[config.mk]
export PLATFORM = sky130hd
export DESIGN_NAME = dif_input_logic
export DESIGN_NICKNAME = d
export VERILOG_FILES = /design/src/common/dif_pkg.sv /design/src/dif_input_logic.sv /design/src/dif_func_decode.sv
export SDC_FILE = /design/constraint.sdc
export NUM_CORES = 1
export LEC_CHECK = 0
export BUFFER_PORTS_ARGS = -buffer_cell sky130_fd_sc_hd__buf_2
export CAP_MARGIN = 0
export CORE_MARGIN = 4
export CORE_UTILIZATION = 52
export DETAILED_ROUTE_END_ITERATION = 8
export PLACE_DENSITY = 0.93
export SYNTH_ARGS = -nofsm -noshare
export SYNTH_HDL_FRONTEND = slang
export SYNTH_HIERARCHICAL = 1
export SYNTH_SLANG_ARGS = --single-unit
[constraint.sdc]
create_clock -name clk_sys -period 3.66 [get_ports clk_sys]
set_clock_uncertainty 0.05 [all_clocks]
set_input_delay 0.183 -clock clk_sys [delete_from_list [all_inputs] [get_ports clk_sys]]
set_output_delay 0.183 -clock clk_sys [all_outputs]
set_load 0.03 [all_outputs]
[src/common/dif_pkg.sv]
// constants and types for the drive input function logic
// assumes one 40 mhz clock domain shared with the drive's control logic
package dif_pkg;

  // ---------------------------------------------------------------
  // parameter map
  // ---------------------------------------------------------------
  localparam logic [15:0] SPEED_LIMIT_OFS  = 16'h063c;
  localparam logic [15:0] INPUT_STATUS_OFS = 16'h081e;
  localparam logic [15:0] SPEED_LIMIT_RST  = 16'h000a;
  localparam logic [15:0] SPEED_LIMIT_MIN  = 16'h0001;
  localparam logic [15:0] SPEED_LIMIT_MAX  = 16'h270f;
  localparam logic [15:0] CURRENT_MODE_MIN = 16'h0064;
  localparam logic [15:0] STATUS_RST       = 16'h0000;

  // ---------------------------------------------------------------
  // digital input positions in the level vector and status word
  // ---------------------------------------------------------------
  localparam int DI_W   = 7;
  localparam int DI_IN1 = 0;
  localparam int DI_IN2 = 1;
  localparam int DI_LI3 = 2;
  localparam int DI_LI4 = 3;
  localparam int DI_LI5 = 4;
  localparam int DI_LI6 = 5;
  localparam int DI_LI7 = 6;
  localparam int CW_NEW_SETPOINT = 4;

  // ---------------------------------------------------------------
  // function codes of a configurable input
  // ---------------------------------------------------------------
  localparam logic [4:0] FC_FREE        = 5'h01;
  localparam logic [4:0] FC_FAULT_RESET = 5'h02;
  localparam logic [4:0] FC_HALT        = 5'h04;
  localparam logic [4:0] FC_START_PP    = 5'h05;
  localparam logic [4:0] FC_POS_EN      = 5'h06;
  localparam logic [4:0] FC_NEG_EN      = 5'h07;
  localparam logic [4:0] FC_SPD_LIM     = 5'h08;
  localparam logic [4:0] FC_JOG_POS     = 5'h09;
  localparam logic [4:0] FC_JOG_NEG     = 5'h0a;
  localparam logic [4:0] FC_JOG_FAST    = 5'h0b;
  localparam logic [4:0] FC_SEQ_START   = 5'h0d;
  localparam logic [4:0] FC_SEQ_SELECT  = 5'h0e;
  localparam logic [4:0] FC_SEC_EN      = 5'h0f;
  localparam logic [4:0] FC_REF         = 5'h14;
  localparam logic [4:0] FC_POS_LIM     = 5'h15;
  localparam logic [4:0] FC_NEG_LIM     = 5'h16;

  // ---------------------------------------------------------------
  // one-hot function vector positions
  // ---------------------------------------------------------------
  localparam int FN         = 15;
  localparam int FI_FAULT   = 0;
  localparam int FI_HALT    = 1;
  localparam int FI_START   = 2;
  localparam int FI_POS_EN  = 3;
  localparam int FI_NEG_EN  = 4;
  localparam int FI_SPD_LIM = 5;
  localparam int FI_JOG_POS = 6;
  localparam int FI_JOG_NEG = 7;
  localparam int FI_JOG_FST = 8;
  localparam int FI_SEQ_ST  = 9;
  localparam int FI_SEQ_SEL = 10;
  localparam int FI_REF     = 11;
  localparam int FI_POS_LIM = 12;
  localparam int FI_NEG_LIM = 13;
  localparam int FI_SEC_EN  = 14;

  // functions each configurable input may take
  localparam logic [FN-1:0] ALLOW_IN1 = 15'h0fff;
  localparam logic [FN-1:0] ALLOW_IN2 = 15'h27ff;
  localparam logic [FN-1:0] ALLOW_LI4 = 15'h07ff;
  localparam logic [FN-1:0] ALLOW_LI7 = 15'h47ff;

  localparam logic [1:0] POS_IF_DIGITAL_INPUT = 2'h1;

  typedef enum logic [2:0] {
    MODE_JOG,
    MODE_GEAR,
    MODE_SPEED,
    MODE_CURRENT,
    MODE_SEQUENCE,
    MODE_PROFILE_POS,
    MODE_HOMING
  } dif_mode_e;

endpackage

[src/dif_input_logic.sv]
// digital input function logic of the drive
// assumes inputs synchronous to clk_sys; the parameter port is the
// drive's internal fieldbus parameter access, one request per cycle
// Operation
// - free input acts nothing, level stays readable
// - fault reset input clears pending error
// - enable input activates power amplifier
// - halt input halts current movement
// - power removal inputs trigger safety function
// - start input drives control word new setpoint
// - positioning runs on start input rising edge
// - unexecutable positioning reports no error
// - past positive switch, block positive references
// - motor-move enables only jog, speed, gear
// - negative motor-move enable mirrors positive one
// - speed limitation input clamps speed to limit
// - speed limit 16 bit, 1 to 9999
// - current mode keeps limit at least 100
// - jog inputs move clockwise and counterclockwise
// - jog fast/slow input selects jog speed
// - secondary enable only with digital position interface
// - sequence start meets global transition condition
// - sequence select picks and starts data set 0
// - limit and reference switches feed homing logic
// - status word: one bit per input level
module dif_input_logic (
  input  wire logic              clk_sys,
  input  wire logic              resetn,
  input  wire logic [6:0]        di_level,
  input  wire logic              fieldbus_ctrl,
  input  wire dif_pkg::dif_mode_e op_mode,
  input  wire logic [4:0]        func_in1,
  input  wire logic [4:0]        func_in2,
  input  wire logic [4:0]        func_li4,
  input  wire logic [4:0]        func_li7,
  input  wire logic [1:0]        position_interface_select,
  input  wire logic              operation_enabled,
  input  wire logic              seq_waiting,
  input  wire logic [15:0]       drive_control_word_in,
  input  wire logic signed [31:0] ref_in,
  input  wire logic [15:0]       par_addr,
  input  wire logic              par_wr_en,
  input  wire logic              par_rd_en,
  input  wire logic [15:0]       par_wdata,
  output logic [15:0]            par_rdata_q,
  output logic                   par_ack_q,
  output logic                   par_err_q,
  output logic [15:0]            drive_control_word_q,
  output logic                   amp_enable_q,
  output logic                   fault_reset_q,
  output logic                   halt_q,
  output logic                   power_removal_q,
  output logic                   speed_limit_active_q,
  output logic [15:0]            speed_limit_eff_q,
  output logic                   jog_cw_q,
  output logic                   jog_ccw_q,
  output logic                   jog_fast_q,
  output logic signed [31:0]     ref_out_q,
  output logic                   motor_stop_q,
  output logic                   seq_transition_q,
  output logic                   seq_select_ds0_q,
  output logic                   seq_start_ds0_q,
  output logic                   negative_limit_switch_q,
  output logic                   positive_limit_switch_q,
  output logic                   ref_switch_q
);
  import dif_pkg::*;

  // ---------------------------------------------------------------
  // function decode
  // ---------------------------------------------------------------
  logic [FN-1:0] asg1, asg2, asg4, asg7;
  logic [FN-1:0] act1, act2, act4, act7;
  logic [FN-1:0] asg, act;

  dif_func_decode #(.ALLOW_MASK(ALLOW_IN1)) u_dec_in1 (
    .level    (di_level[DI_IN1]),
    .code     (func_in1),
    .assigned (asg1),
    .active   (act1)
  );
  dif_func_decode #(.ALLOW_MASK(ALLOW_IN2)) u_dec_in2 (
    .level    (di_level[DI_IN2]),
    .code     (func_in2),
    .assigned (asg2),
    .active   (act2)
  );
  dif_func_decode #(.ALLOW_MASK(ALLOW_LI4)) u_dec_li4 (
    .level    (di_level[DI_LI4]),
    .code     (func_li4),
    .assigned (asg4),
    .active   (act4)
  );
  dif_func_decode #(.ALLOW_MASK(ALLOW_LI7)) u_dec_li7 (
    .level    (di_level[DI_LI7]),
    .code     (func_li7),
    .assigned (asg7),
    .active   (act7)
  );

  // free inputs decode to no bit at all, so only the status word sees them
  assign asg = asg1 | asg2 | asg4 | asg7;
  assign act = act1 | act2 | act4 | act7;

  // ---------------------------------------------------------------
  // mode qualifiers
  // ---------------------------------------------------------------
  logic m_move_en, m_jog, m_spd, m_seq, m_pp, m_cur;
  logic li3_enable, li3_pos_lim, pos_lock, neg_lock;
  logic start_act, start_q, start_rise, sel_pend_q;

  assign m_jog = (op_mode == MODE_JOG) && !fieldbus_ctrl;
  assign m_cur = (op_mode == MODE_CURRENT);
  assign m_spd = !fieldbus_ctrl && (op_mode == MODE_GEAR ||
                 op_mode == MODE_SPEED || m_cur);
  assign m_seq = (op_mode == MODE_SEQUENCE);
  assign m_pp  = (op_mode == MODE_PROFILE_POS) && fieldbus_ctrl;
  assign m_move_en = !fieldbus_ctrl && (op_mode == MODE_JOG ||
                     op_mode == MODE_GEAR || op_mode == MODE_SPEED);

  // the fixed third input is enable locally, positive limit on fieldbus
  assign li3_enable = di_level[DI_LI3] && !fieldbus_ctrl;
  assign li3_pos_lim = di_level[DI_LI3] && fieldbus_ctrl;

  // switch input low means the switching edge has been passed
  assign pos_lock = m_move_en && asg[FI_POS_EN] && !act[FI_POS_EN];
  assign neg_lock = m_move_en && asg[FI_NEG_EN] && !act[FI_NEG_EN];

  // ---------------------------------------------------------------
  // parameter storage and access
  // ---------------------------------------------------------------
  logic [15:0] speed_limit_q;
  logic        lim_ok;

  assign lim_ok = (par_wdata >= SPEED_LIMIT_MIN) && (par_wdata <= SPEED_LIMIT_MAX);

  // out-of-range writes are refused so the stored value stays legal
  always_ff @(posedge clk_sys or negedge resetn) begin
    if (!resetn) begin
      speed_limit_q <= SPEED_LIMIT_RST;
    end else if (par_wr_en && par_addr == SPEED_LIMIT_OFS && lim_ok) begin
      speed_limit_q <= par_wdata;
    end
  end

  always_ff @(posedge clk_sys or negedge resetn) begin
    if (!resetn) begin
      par_rdata_q <= STATUS_RST;
      par_ack_q   <= 1'b0;
      par_err_q   <= 1'b0;
    end else begin
      par_ack_q <= par_wr_en || par_rd_en;
      par_err_q <= 1'b0;
      if (par_wr_en) begin
        par_err_q <= !(par_addr == SPEED_LIMIT_OFS && lim_ok);
      end else if (par_rd_en) begin
        case (par_addr)
          INPUT_STATUS_OFS: par_rdata_q <= {9'h000, di_level};
          SPEED_LIMIT_OFS:  par_rdata_q <= speed_limit_q;
          default: begin
            par_rdata_q <= 16'h0000;
            par_err_q   <= 1'b1;
          end
        endcase
      end
    end
  end

  // ---------------------------------------------------------------
  // state and safety related outputs
  // ---------------------------------------------------------------
  always_ff @(posedge clk_sys or negedge resetn) begin
    if (!resetn) begin
      amp_enable_q    <= 1'b0;
      fault_reset_q   <= 1'b0;
      halt_q          <= 1'b0;
      power_removal_q <= 1'b1;
    end else begin
      amp_enable_q    <= li3_enable ||
                         (act[FI_SEC_EN] &&
                          position_interface_select == POS_IF_DIGITAL_INPUT);
      fault_reset_q   <= act[FI_FAULT];
      halt_q          <= act[FI_HALT];
      // both channels are active low; either one low removes power
      power_removal_q <= !di_level[DI_LI5] || !di_level[DI_LI6];
    end
  end

  // ---------------------------------------------------------------
  // profile positioning start
  // ---------------------------------------------------------------
  assign start_act  = act[FI_START];
  assign start_rise = start_act && !start_q;

  always_ff @(posedge clk_sys or negedge resetn) begin
    if (!resetn) begin
      start_q <= 1'b0;
    end else begin
      start_q <= start_act;
    end
  end

  // an edge outside operation enabled is dropped silently, no fault flag
  logic dig_start;
  assign dig_start = start_rise && m_pp && operation_enabled;

  // the master keeps its own start bit low while the input is in use
  always_ff @(posedge clk_sys or negedge resetn) begin
    if (!resetn) begin
      drive_control_word_q <= 16'h0000;
    end else begin
      drive_control_word_q <= drive_control_word_in;
      drive_control_word_q[CW_NEW_SETPOINT] <=
        drive_control_word_in[CW_NEW_SETPOINT] || dig_start;
    end
  end

  // ---------------------------------------------------------------
  // speed limitation and jog
  // ---------------------------------------------------------------
  always_ff @(posedge clk_sys or negedge resetn) begin
    if (!resetn) begin
      speed_limit_active_q <= 1'b0;
      speed_limit_eff_q    <= SPEED_LIMIT_RST;
      jog_cw_q             <= 1'b0;
      jog_ccw_q            <= 1'b0;
      jog_fast_q           <= 1'b0;
    end else begin
      speed_limit_active_q <= m_spd && act[FI_SPD_LIM];
      if (m_cur && speed_limit_q < CURRENT_MODE_MIN) begin
        speed_limit_eff_q <= CURRENT_MODE_MIN;
      end else begin
        speed_limit_eff_q <= speed_limit_q;
      end
      // both jog directions at once cancel rather than pick a winner
      jog_cw_q   <= m_jog && act[FI_JOG_POS] && !act[FI_JOG_NEG];
      jog_ccw_q  <= m_jog && act[FI_JOG_NEG] && !act[FI_JOG_POS];
      jog_fast_q <= m_jog && act[FI_JOG_FST];
    end
  end

  // ---------------------------------------------------------------
  // reference gating by position switches
  // ---------------------------------------------------------------
  logic ref_pos, ref_neg, blocked;

  assign ref_pos = (ref_in > 32'sd0);
  assign ref_neg = (ref_in < 32'sd0);
  assign blocked = (pos_lock && ref_pos) || (neg_lock && ref_neg);

  always_ff @(posedge clk_sys or negedge resetn) begin
    if (!resetn) begin
      ref_out_q    <= 32'sh0000_0000;
      motor_stop_q <= 1'b0;
    end else begin
      ref_out_q    <= blocked ? 32'sh0000_0000 : ref_in;
      motor_stop_q <= blocked;
    end
  end

  // ---------------------------------------------------------------
  // motion sequence
  // ---------------------------------------------------------------
  logic seq_trans;
  assign seq_trans = m_seq && act[FI_SEQ_ST];

  always_ff @(posedge clk_sys or negedge resetn) begin
    if (!resetn) begin
      sel_pend_q <= 1'b0;
    end else if (sel_pend_q && seq_trans) begin
      sel_pend_q <= 1'b0;
    end else if (m_seq && seq_waiting && act[FI_SEQ_SEL]) begin
      sel_pend_q <= 1'b1;
    end
  end

  always_ff @(posedge clk_sys or negedge resetn) begin
    if (!resetn) begin
      seq_transition_q <= 1'b0;
      seq_select_ds0_q <= 1'b0;
      seq_start_ds0_q  <= 1'b0;
    end else begin
      seq_transition_q <= seq_trans;
      seq_select_ds0_q <= sel_pend_q && !seq_trans;
      seq_start_ds0_q  <= sel_pend_q && seq_trans;
    end
  end

  // ---------------------------------------------------------------
  // switch signals for homing and positioning range
  // ---------------------------------------------------------------
  always_ff @(posedge clk_sys or negedge resetn) begin
    if (!resetn) begin
      negative_limit_switch_q <= 1'b0;
      positive_limit_switch_q <= 1'b0;
      ref_switch_q            <= 1'b0;
    end else begin
      negative_limit_switch_q <= act[FI_NEG_LIM];
      positive_limit_switch_q <= li3_pos_lim;
      ref_switch_q            <= act[FI_REF];
    end
  end
endmodule

[src/dif_func_decode.sv]
// decoder for one configurable digital input
// assumes code and level are stable, synchronous inputs
module dif_func_decode #(
  parameter logic [14:0] ALLOW_MASK = 15'h7fff
) (
  input  wire logic        level,
  input  wire logic [4:0]  code,
  output logic      [14:0] assigned,
  output logic      [14:0] active
);
  import dif_pkg::*;

  logic [FN-1:0] hit;

  always_comb begin
    hit = '0;
    case (code)
      FC_FAULT_RESET: hit[FI_FAULT]   = 1'b1;
      FC_HALT:        hit[FI_HALT]    = 1'b1;
      FC_START_PP:    hit[FI_START]   = 1'b1;
      FC_POS_EN:      hit[FI_POS_EN]  = 1'b1;
      FC_NEG_EN:      hit[FI_NEG_EN]  = 1'b1;
      FC_SPD_LIM:     hit[FI_SPD_LIM] = 1'b1;
      FC_JOG_POS:     hit[FI_JOG_POS] = 1'b1;
      FC_JOG_NEG:     hit[FI_JOG_NEG] = 1'b1;
      FC_JOG_FAST:    hit[FI_JOG_FST] = 1'b1;
      FC_SEQ_START:   hit[FI_SEQ_ST]  = 1'b1;
      FC_SEQ_SELECT:  hit[FI_SEQ_SEL] = 1'b1;
      FC_REF:         hit[FI_REF]     = 1'b1;
      FC_NEG_LIM:     hit[FI_NEG_LIM] = 1'b1;
      FC_SEC_EN:      hit[FI_SEC_EN]  = 1'b1;
      default:        hit = '0;
    endcase
  end

  // codes the input may not carry, and the free code, decode to nothing
  assign assigned = hit & ALLOW_MASK;
  assign active   = level ? assigned : '0;

endmodule

==> reports/qor.yml, run 1 <==
global_route:
  antenna_found_initial: 3
  grtUsageTotal_pct: 33.1
  grt_max_degree: 88
  grt_overflow: 0
  grt_pass1_vias: 4938
  grt_first_pass_wirelength_mm: 27.9
layout:
  syn_to_final_growth_pct: 50.6
  layout-drive-gt1-share_pct: 38.3
  nFillCells: 534
  multiInputGateArea_sq_um: 1810
  most-common-layout-cells: "buf_2 (214), dfrtp_1 (110), dlygate4sd3_1 (82), nor2_1 (48), a21boi_0 (31)"
  final_cells: 839
  final_common_cell: "buf_2"
  seqCellArea_sq_um: 2880
  final_nets: 829
run_status:
  outcome: "finished, violations left"
  violations: "negative hold slack"
worst_setup_path:
  r2r-start: "speed_limit_q[2]"
  ff2ff_path_depth: 3
  worstPathMaxFanout: 32
  crit_required_ns: 3.91
  arrival_ns: 2.46
  critPathKind: "in -> reg"
  critPathLaunchType: "input pin"
  crit_path_end: "ref_out_q[4]"
  cp-startpoint: "di_level[0]"
  reg2reg_slack_ns: 1.85
  r2r-end: "speed_limit_eff_q[0]"
  end_kind: "register"
floorplanning:
  die_x_um: 105
  ioPinCount: 216
  initial_core_util_pct: 53.1
  core.rowCount: 35
  dieHeight_um: 105
  coreArea_sq_um: 9200
  fp.dieArea_sq_um: 11000
routing:
  routed_wirelength_mm: 18.1
  wl_per_cell_um: 21.6
  postRouteAntennaNets: 0
  vias: 4923
  drc: 0
  drtIter0Drc: 409
  first_pass_iters: 7
  vias_per_cell: 5.87
yosys:
  netlist_area_sq_um: 4890
  synth.avg_cell_area_sq_um: 11.5
  syn_inst: 424
  ys_warn_count: 6
placement:
  place.port_buffers: 215
  placed_cells: 720
  place_congestion: 0.929
  place_ws_ns: 1.58
  dp_hpwl_mm: 10.3
min_path:
  hold_path_class: "in -> reg"
power:
  power.switching_uw: 981
  max-vdd-ir-drop_mv: 0.307
  clockPowerShare_pct: 48.3
  sw_frac_of_total_pct: 28.8
  leakage_uw: 0.00358
  p_int_uw: 2420
  p_per_area_nw_per_um2: 462
  combPwrFrac_pct: 12.6
  pwr-share-seq_pct: 39.1
clocking:
  clock_latency_ns: 0.52
  postCtsSetupBuffers: 0
  clk_pin_slew_worst_paths_ns: 0.07
  numCtsBuffers: 17
  cts_tree: "built"
  clockRootBuffer: "clkbuf_8"
  cts_sinks: 115
  htree_levels: 4
  clock_path_buffers: 2
timing:
  tightest_slew_ns: 1.07
  maxSlewHeadroom_pct: 28.6
  worst_slack_ns: 1.46
  maxSlewViolCount: 0
  hold-worst-slack_ns: -0.00285
  fin_crit_ns: 2.20
  final.setup.tns_ns: 0
  timing.fmax_ghz: 0.454
  rsz0062_at_grt: "no"
  final_hold_viol_count: 1
  min_period_over_period_pct: 60.2
  setup_violations: 0
flow_run:
  max-cap-violations: 0
==> metrics by stage <==
step	power [uW]	cell area, sq um	utilization (%)
2_1_floorplan	1530	4910	-
3_3_place_gp	1690	5950	64.7
3_5_place_dp	1700	5950	64.7
4_1_cts	3360	7350	79.9
5_1_grt	3510	7360	80.0
6_report	3400	7360	80.0
==> sequential cells by signal (all words and copies together) (netlist names) <==
name and count:
power_removal_q 1, ref_switch_q 1, halt_q 1, seq_select_ds0_q 1, jog_fast_q 1, jog_ccw_q 1
positive_limit_switch_q 1, motor_stop_q 1, speed_limit_active_q 1, fault_reset_q 1, seq_start_ds0_q 1, drive_control_word_q 16
par_ack_q 1, speed_limit_q 16, negative_limit_switch_q 1, start_q 1, amp_enable_q 1, par_rdata_q 16
jog_cw_q 1, ref_out_q 32, par_err_q 1, sel_pend_q 1, speed_limit_eff_q 16, seq_transition_q 1
==> layout make-up <==
class | instances | share of cell area (%)
clock inverter | 15 | 2.23
tap | 111 | 1.89
sequential | 115 | 39.2
antenna | 5 | 0.170
timing repair buffer | 300 | 26.1
inverter | 3 | 0.153
multi-input combinational | 273 | 24.6
clock buffer | 17 | 5.63
==> timing repair <==
action	CTS	global route
resized for setup	0	0
hold buffers	82	0
endpoints found under the hold margin	158	0
==> how the worst min path moves through the flow <==
stage          cells past startpoint                 startpoint                       end
2_1_floorplan                      0                     resetn              amp_enable_q
3_3_place_gp                       1  drive_control_word_in[11]  drive_control_word_q[11]
3_5_place_dp                       1   drive_control_word_in[0]   drive_control_word_q[0]
4_1_cts                            4                func_in2[4]   negative_limit_switch_q
5_1_grt                            4                par_addr[0]                 par_err_q
6_report                           4                par_addr[0]                 par_err_q
==> worst max-delay path, stage by stage <==
cell	delay [ns]
dlygate4sd3_1	0.55
buf_2	0.16
nand4bb_1	0.18
nor2_1	0.07
nor4_1	0.27
o41ai_1	0.19
a221oi_2	0.30
buf_4	0.33
a21boi_0	0.21
==> metal layers <==
layer  GRT usage, %  wire length [um]  up-vias
met5              0                 0        -
met1           39.0              6470     2391
li1               -                 -     2074
met2           56.7              9180      373
met4           14.2               835        0
met3           9.39              1620       85
==> power groups by stage <==
stage	clock (uW)	sequential [uW]	combinational (uW)
5_1_grt	1720	1330	458
3_5_place_dp	0	1350	346
3_3_place_gp	0	1350	337
2_1_floorplan	0	1440	93.7
4_1_cts	1620	1330	415
6_report	1640	1330	430
(Power assumes the default switching activity.)
==> inputs of run 2 (changes only) <==
Settings changed: CORE_UTILIZATION 52 to 44, PLACE_DENSITY 0.93 to 0.85.
Clock period 3.66 ns to 1.9 ns, I/O delays scaled along.
==> run 2 against run 1 <==
Effect of this change: the run now ends clean; clock-buffer cell count grew 4; setup slack lost 1.3 ns; core utilization shrank 9.2 points; register-to-register slack lost 1.6 ns; largest power group unchanged.
==> reports/qor.yml, run 2 (same netlist as run 1, synthesis figures left out) <==
flow_run:
  max-cap-violations: 0  # unchanged
global_route:
  antenna_found_initial: 0  # -3
  grt_max_degree: 116  # +32%
  grtUsageTotal_pct: 25.1  # -8.0 points
  grt_pass1_vias: 5021  # +1.7%
  grt_overflow: 0  # unchanged
  grt_first_pass_wirelength_mm: 25.3  # -9.4%
min_path:
  hold_path_class: "in -> reg"
routing:
  vias_per_cell: 5.16  # -12%
  drc: 0  # unchanged
  wl_per_cell_um: 17.7  # -18%
  vias: 4588  # -6.8%
  routed_wirelength_mm: 15.7  # -13%
  postRouteAntennaNets: 0  # unchanged
  first_pass_iters: 5  # -2
  drtIter0Drc: 234  # -43%
worst_setup_path:
  arrival_ns: 2.09  # -0.37 ns
  critPathKind: "in -> reg"
  critPathLaunchType: "input pin"
  worstPathMaxFanout: 9  # -72%
  crit_required_ns: 2.22  # -1.69 ns
  cpMaxStageDelayCell: "dlygate4sd3_1"
  end_kind: "register"
  cpPeakStageDelay_ns: 0.53  # -0.02 ns
  path_cells: "dlygate4sd3_1 -> buf_2 -> nor4_1 -> and4_1 -> nor4_4 -> buf_4 -> mux2_4"
clocking:
  clk_pin_slew_worst_paths_ns: 0.06  # about the same
  numCtsBuffers: 17  # unchanged
  cts_sinks: 115  # unchanged
  htree_levels: 4  # unchanged
  clockRootBuffer: "clkbuf_8"
  cts_tree: "built"
  clock_path_buffers: 2  # unchanged
  postCtsSetupBuffers: 0  # unchanged
  clock_latency_ns: 0.49  # -0.03 ns
floorplanning:
  coreArea_sq_um: 10800  # +18%
  ioPinCount: 216  # unchanged
  dieHeight_um: 113  # +8.0%
  fp.dieArea_sq_um: 12900  # +17%
  core.rowCount: 38  # +8.6%
  die_x_um: 113  # +8.0%
  initial_core_util_pct: 45.1  # -8.1 points
timing:
  min_period_over_period_pct: 93.1
  rsz0062_at_grt: "no"
  tightest_slew_ns: 0.687  # -0.383 ns
  setup_violations: 0  # unchanged
  fin_crit_ns: 1.77
  maxSlewViolCount: 0  # unchanged
  final_hold_viol_count: 0  # -1
  maxSlewHeadroom_pct: 54.2  # +26 points
  worst_slack_ns: 0.131  # -1.33 ns
  final.setup.tns_ns: 0  # unchanged
  timing.fmax_ghz: 0.565
placement:
  place.port_buffers: 215  # unchanged
  dp_hpwl_mm: 10.5  # +2.4%
  placed_area_sq_um: 6110  # +2.7%
  place_congestion: 0.919  # -1.1%
  place_ws_ns: 0.00757  # -1.57 ns
  placed_cells: 762  # +5.8%
power:
  leakage_uw: 0.00372  # +3.9%
  max-vdd-ir-drop_mv: 0.653  # +110%
  p_total_uw: 6490  # +91%
  p_per_area_nw_per_um2: 845  # +83%
layout:
  nFillCells: 739  # +38%
  syn_to_final_growth_pct: 57.1
  layout-drive-gt1-share_pct: 38.7  # +0.41 points
  largest_register: "ref_out_q"
  largest_reg_flops: 32  # unchanged
  final_cells: 889  # +6.0%
  diodes: 0  # -5
  final_common_cell: "buf_2"
  most-common-layout-cells: "buf_2 (213), dfrtp_1 (110), dlygate4sd3_1 (95), nor2_1 (48), a21boi_0 (31)"
  final_nets: 855  # +3.1%
  final_area_sq_um: 7680  # +4.3%
run_status:
  outcome: "completed"
[run 2: stage by stage]
step	utilization [%]	hold slack, ns
CTS	70.5	0.00400
finish	70.8	0.0233
detailed placement	56.3	0.155
floorplan	-	-0.251
global route	70.8	0.0343
global placement	56.3	0.154
[run 2: final cells by class]
class | instances | area (sq um) | area share (%)
inverter | 3 | 11.3 | 0.147
timing repair buffer | 326 | 2180 | 28.4
sequential | 115 | 2880 | 37.6
clock inverter | 11 | 128 | 1.66
multi-input combinational | 273 | 1850 | 24.1
tap | 140 | 175 | 2.28
clock buffer | 21 | 449 | 5.85
[run 2: final timing paths]
kind	startpoint	endpoint	slack, ns	cells past startpoint
worst max register to register	speed_limit_q[4]	speed_limit_eff_q[0]	0.30	3
worst max-delay path	par_wdata[10]	speed_limit_q[10]	0.13	7
max in group asynchronous	resetn	speed_limit_q[6]	1.16	3
min in group asynchronous	resetn	drive_control_word_q[13]	0.16	3
worst min register to register	speed_limit_q[14]	speed_limit_eff_q[14]	0.38	0
worst min-delay path	func_in1[1]	halt_q	0.02	3
[run 2: where the power goes]
| group | total, uW | switching [uW] | internal, uW |
|---|---|---|---|
| combinational | 861 | 491 | 370 |
| clock | 3070 | 1130 | 1940 |
| sequential | 2560 | 24.8 | 2540 |
| total | 6490 | 1640 | 4850 |
[run 2: timing repair]
action,4_1_cts,5_1_grt
hold endpoints to repair,195,0
resized for setup,0,5
hold buffers,96,0
setup endpoints to repair,0,48
[run 2: metal layers]
| metal | part of all wire (%) | up-vias | GRT usage [%] |
|---|---|---|---|
| li1 | - | 2133 | - |
| met1 | 38 | 2192 | 28.9 |
| met2 | 51 | 215 | 43.0 |
| met3 | 7.0 | 48 | 7.00 |
| met4 | 4.0 | 0 | 12.8 |
| met5 | 0 | - | 0 |
[run 2: worst max-delay path, delay by kind of cell]
kind                   cells  cell delay [ns]
multiplexers               1             0.31
AND/OR/NAND/NOR            3             0.80
buffers and inverters      3             0.89
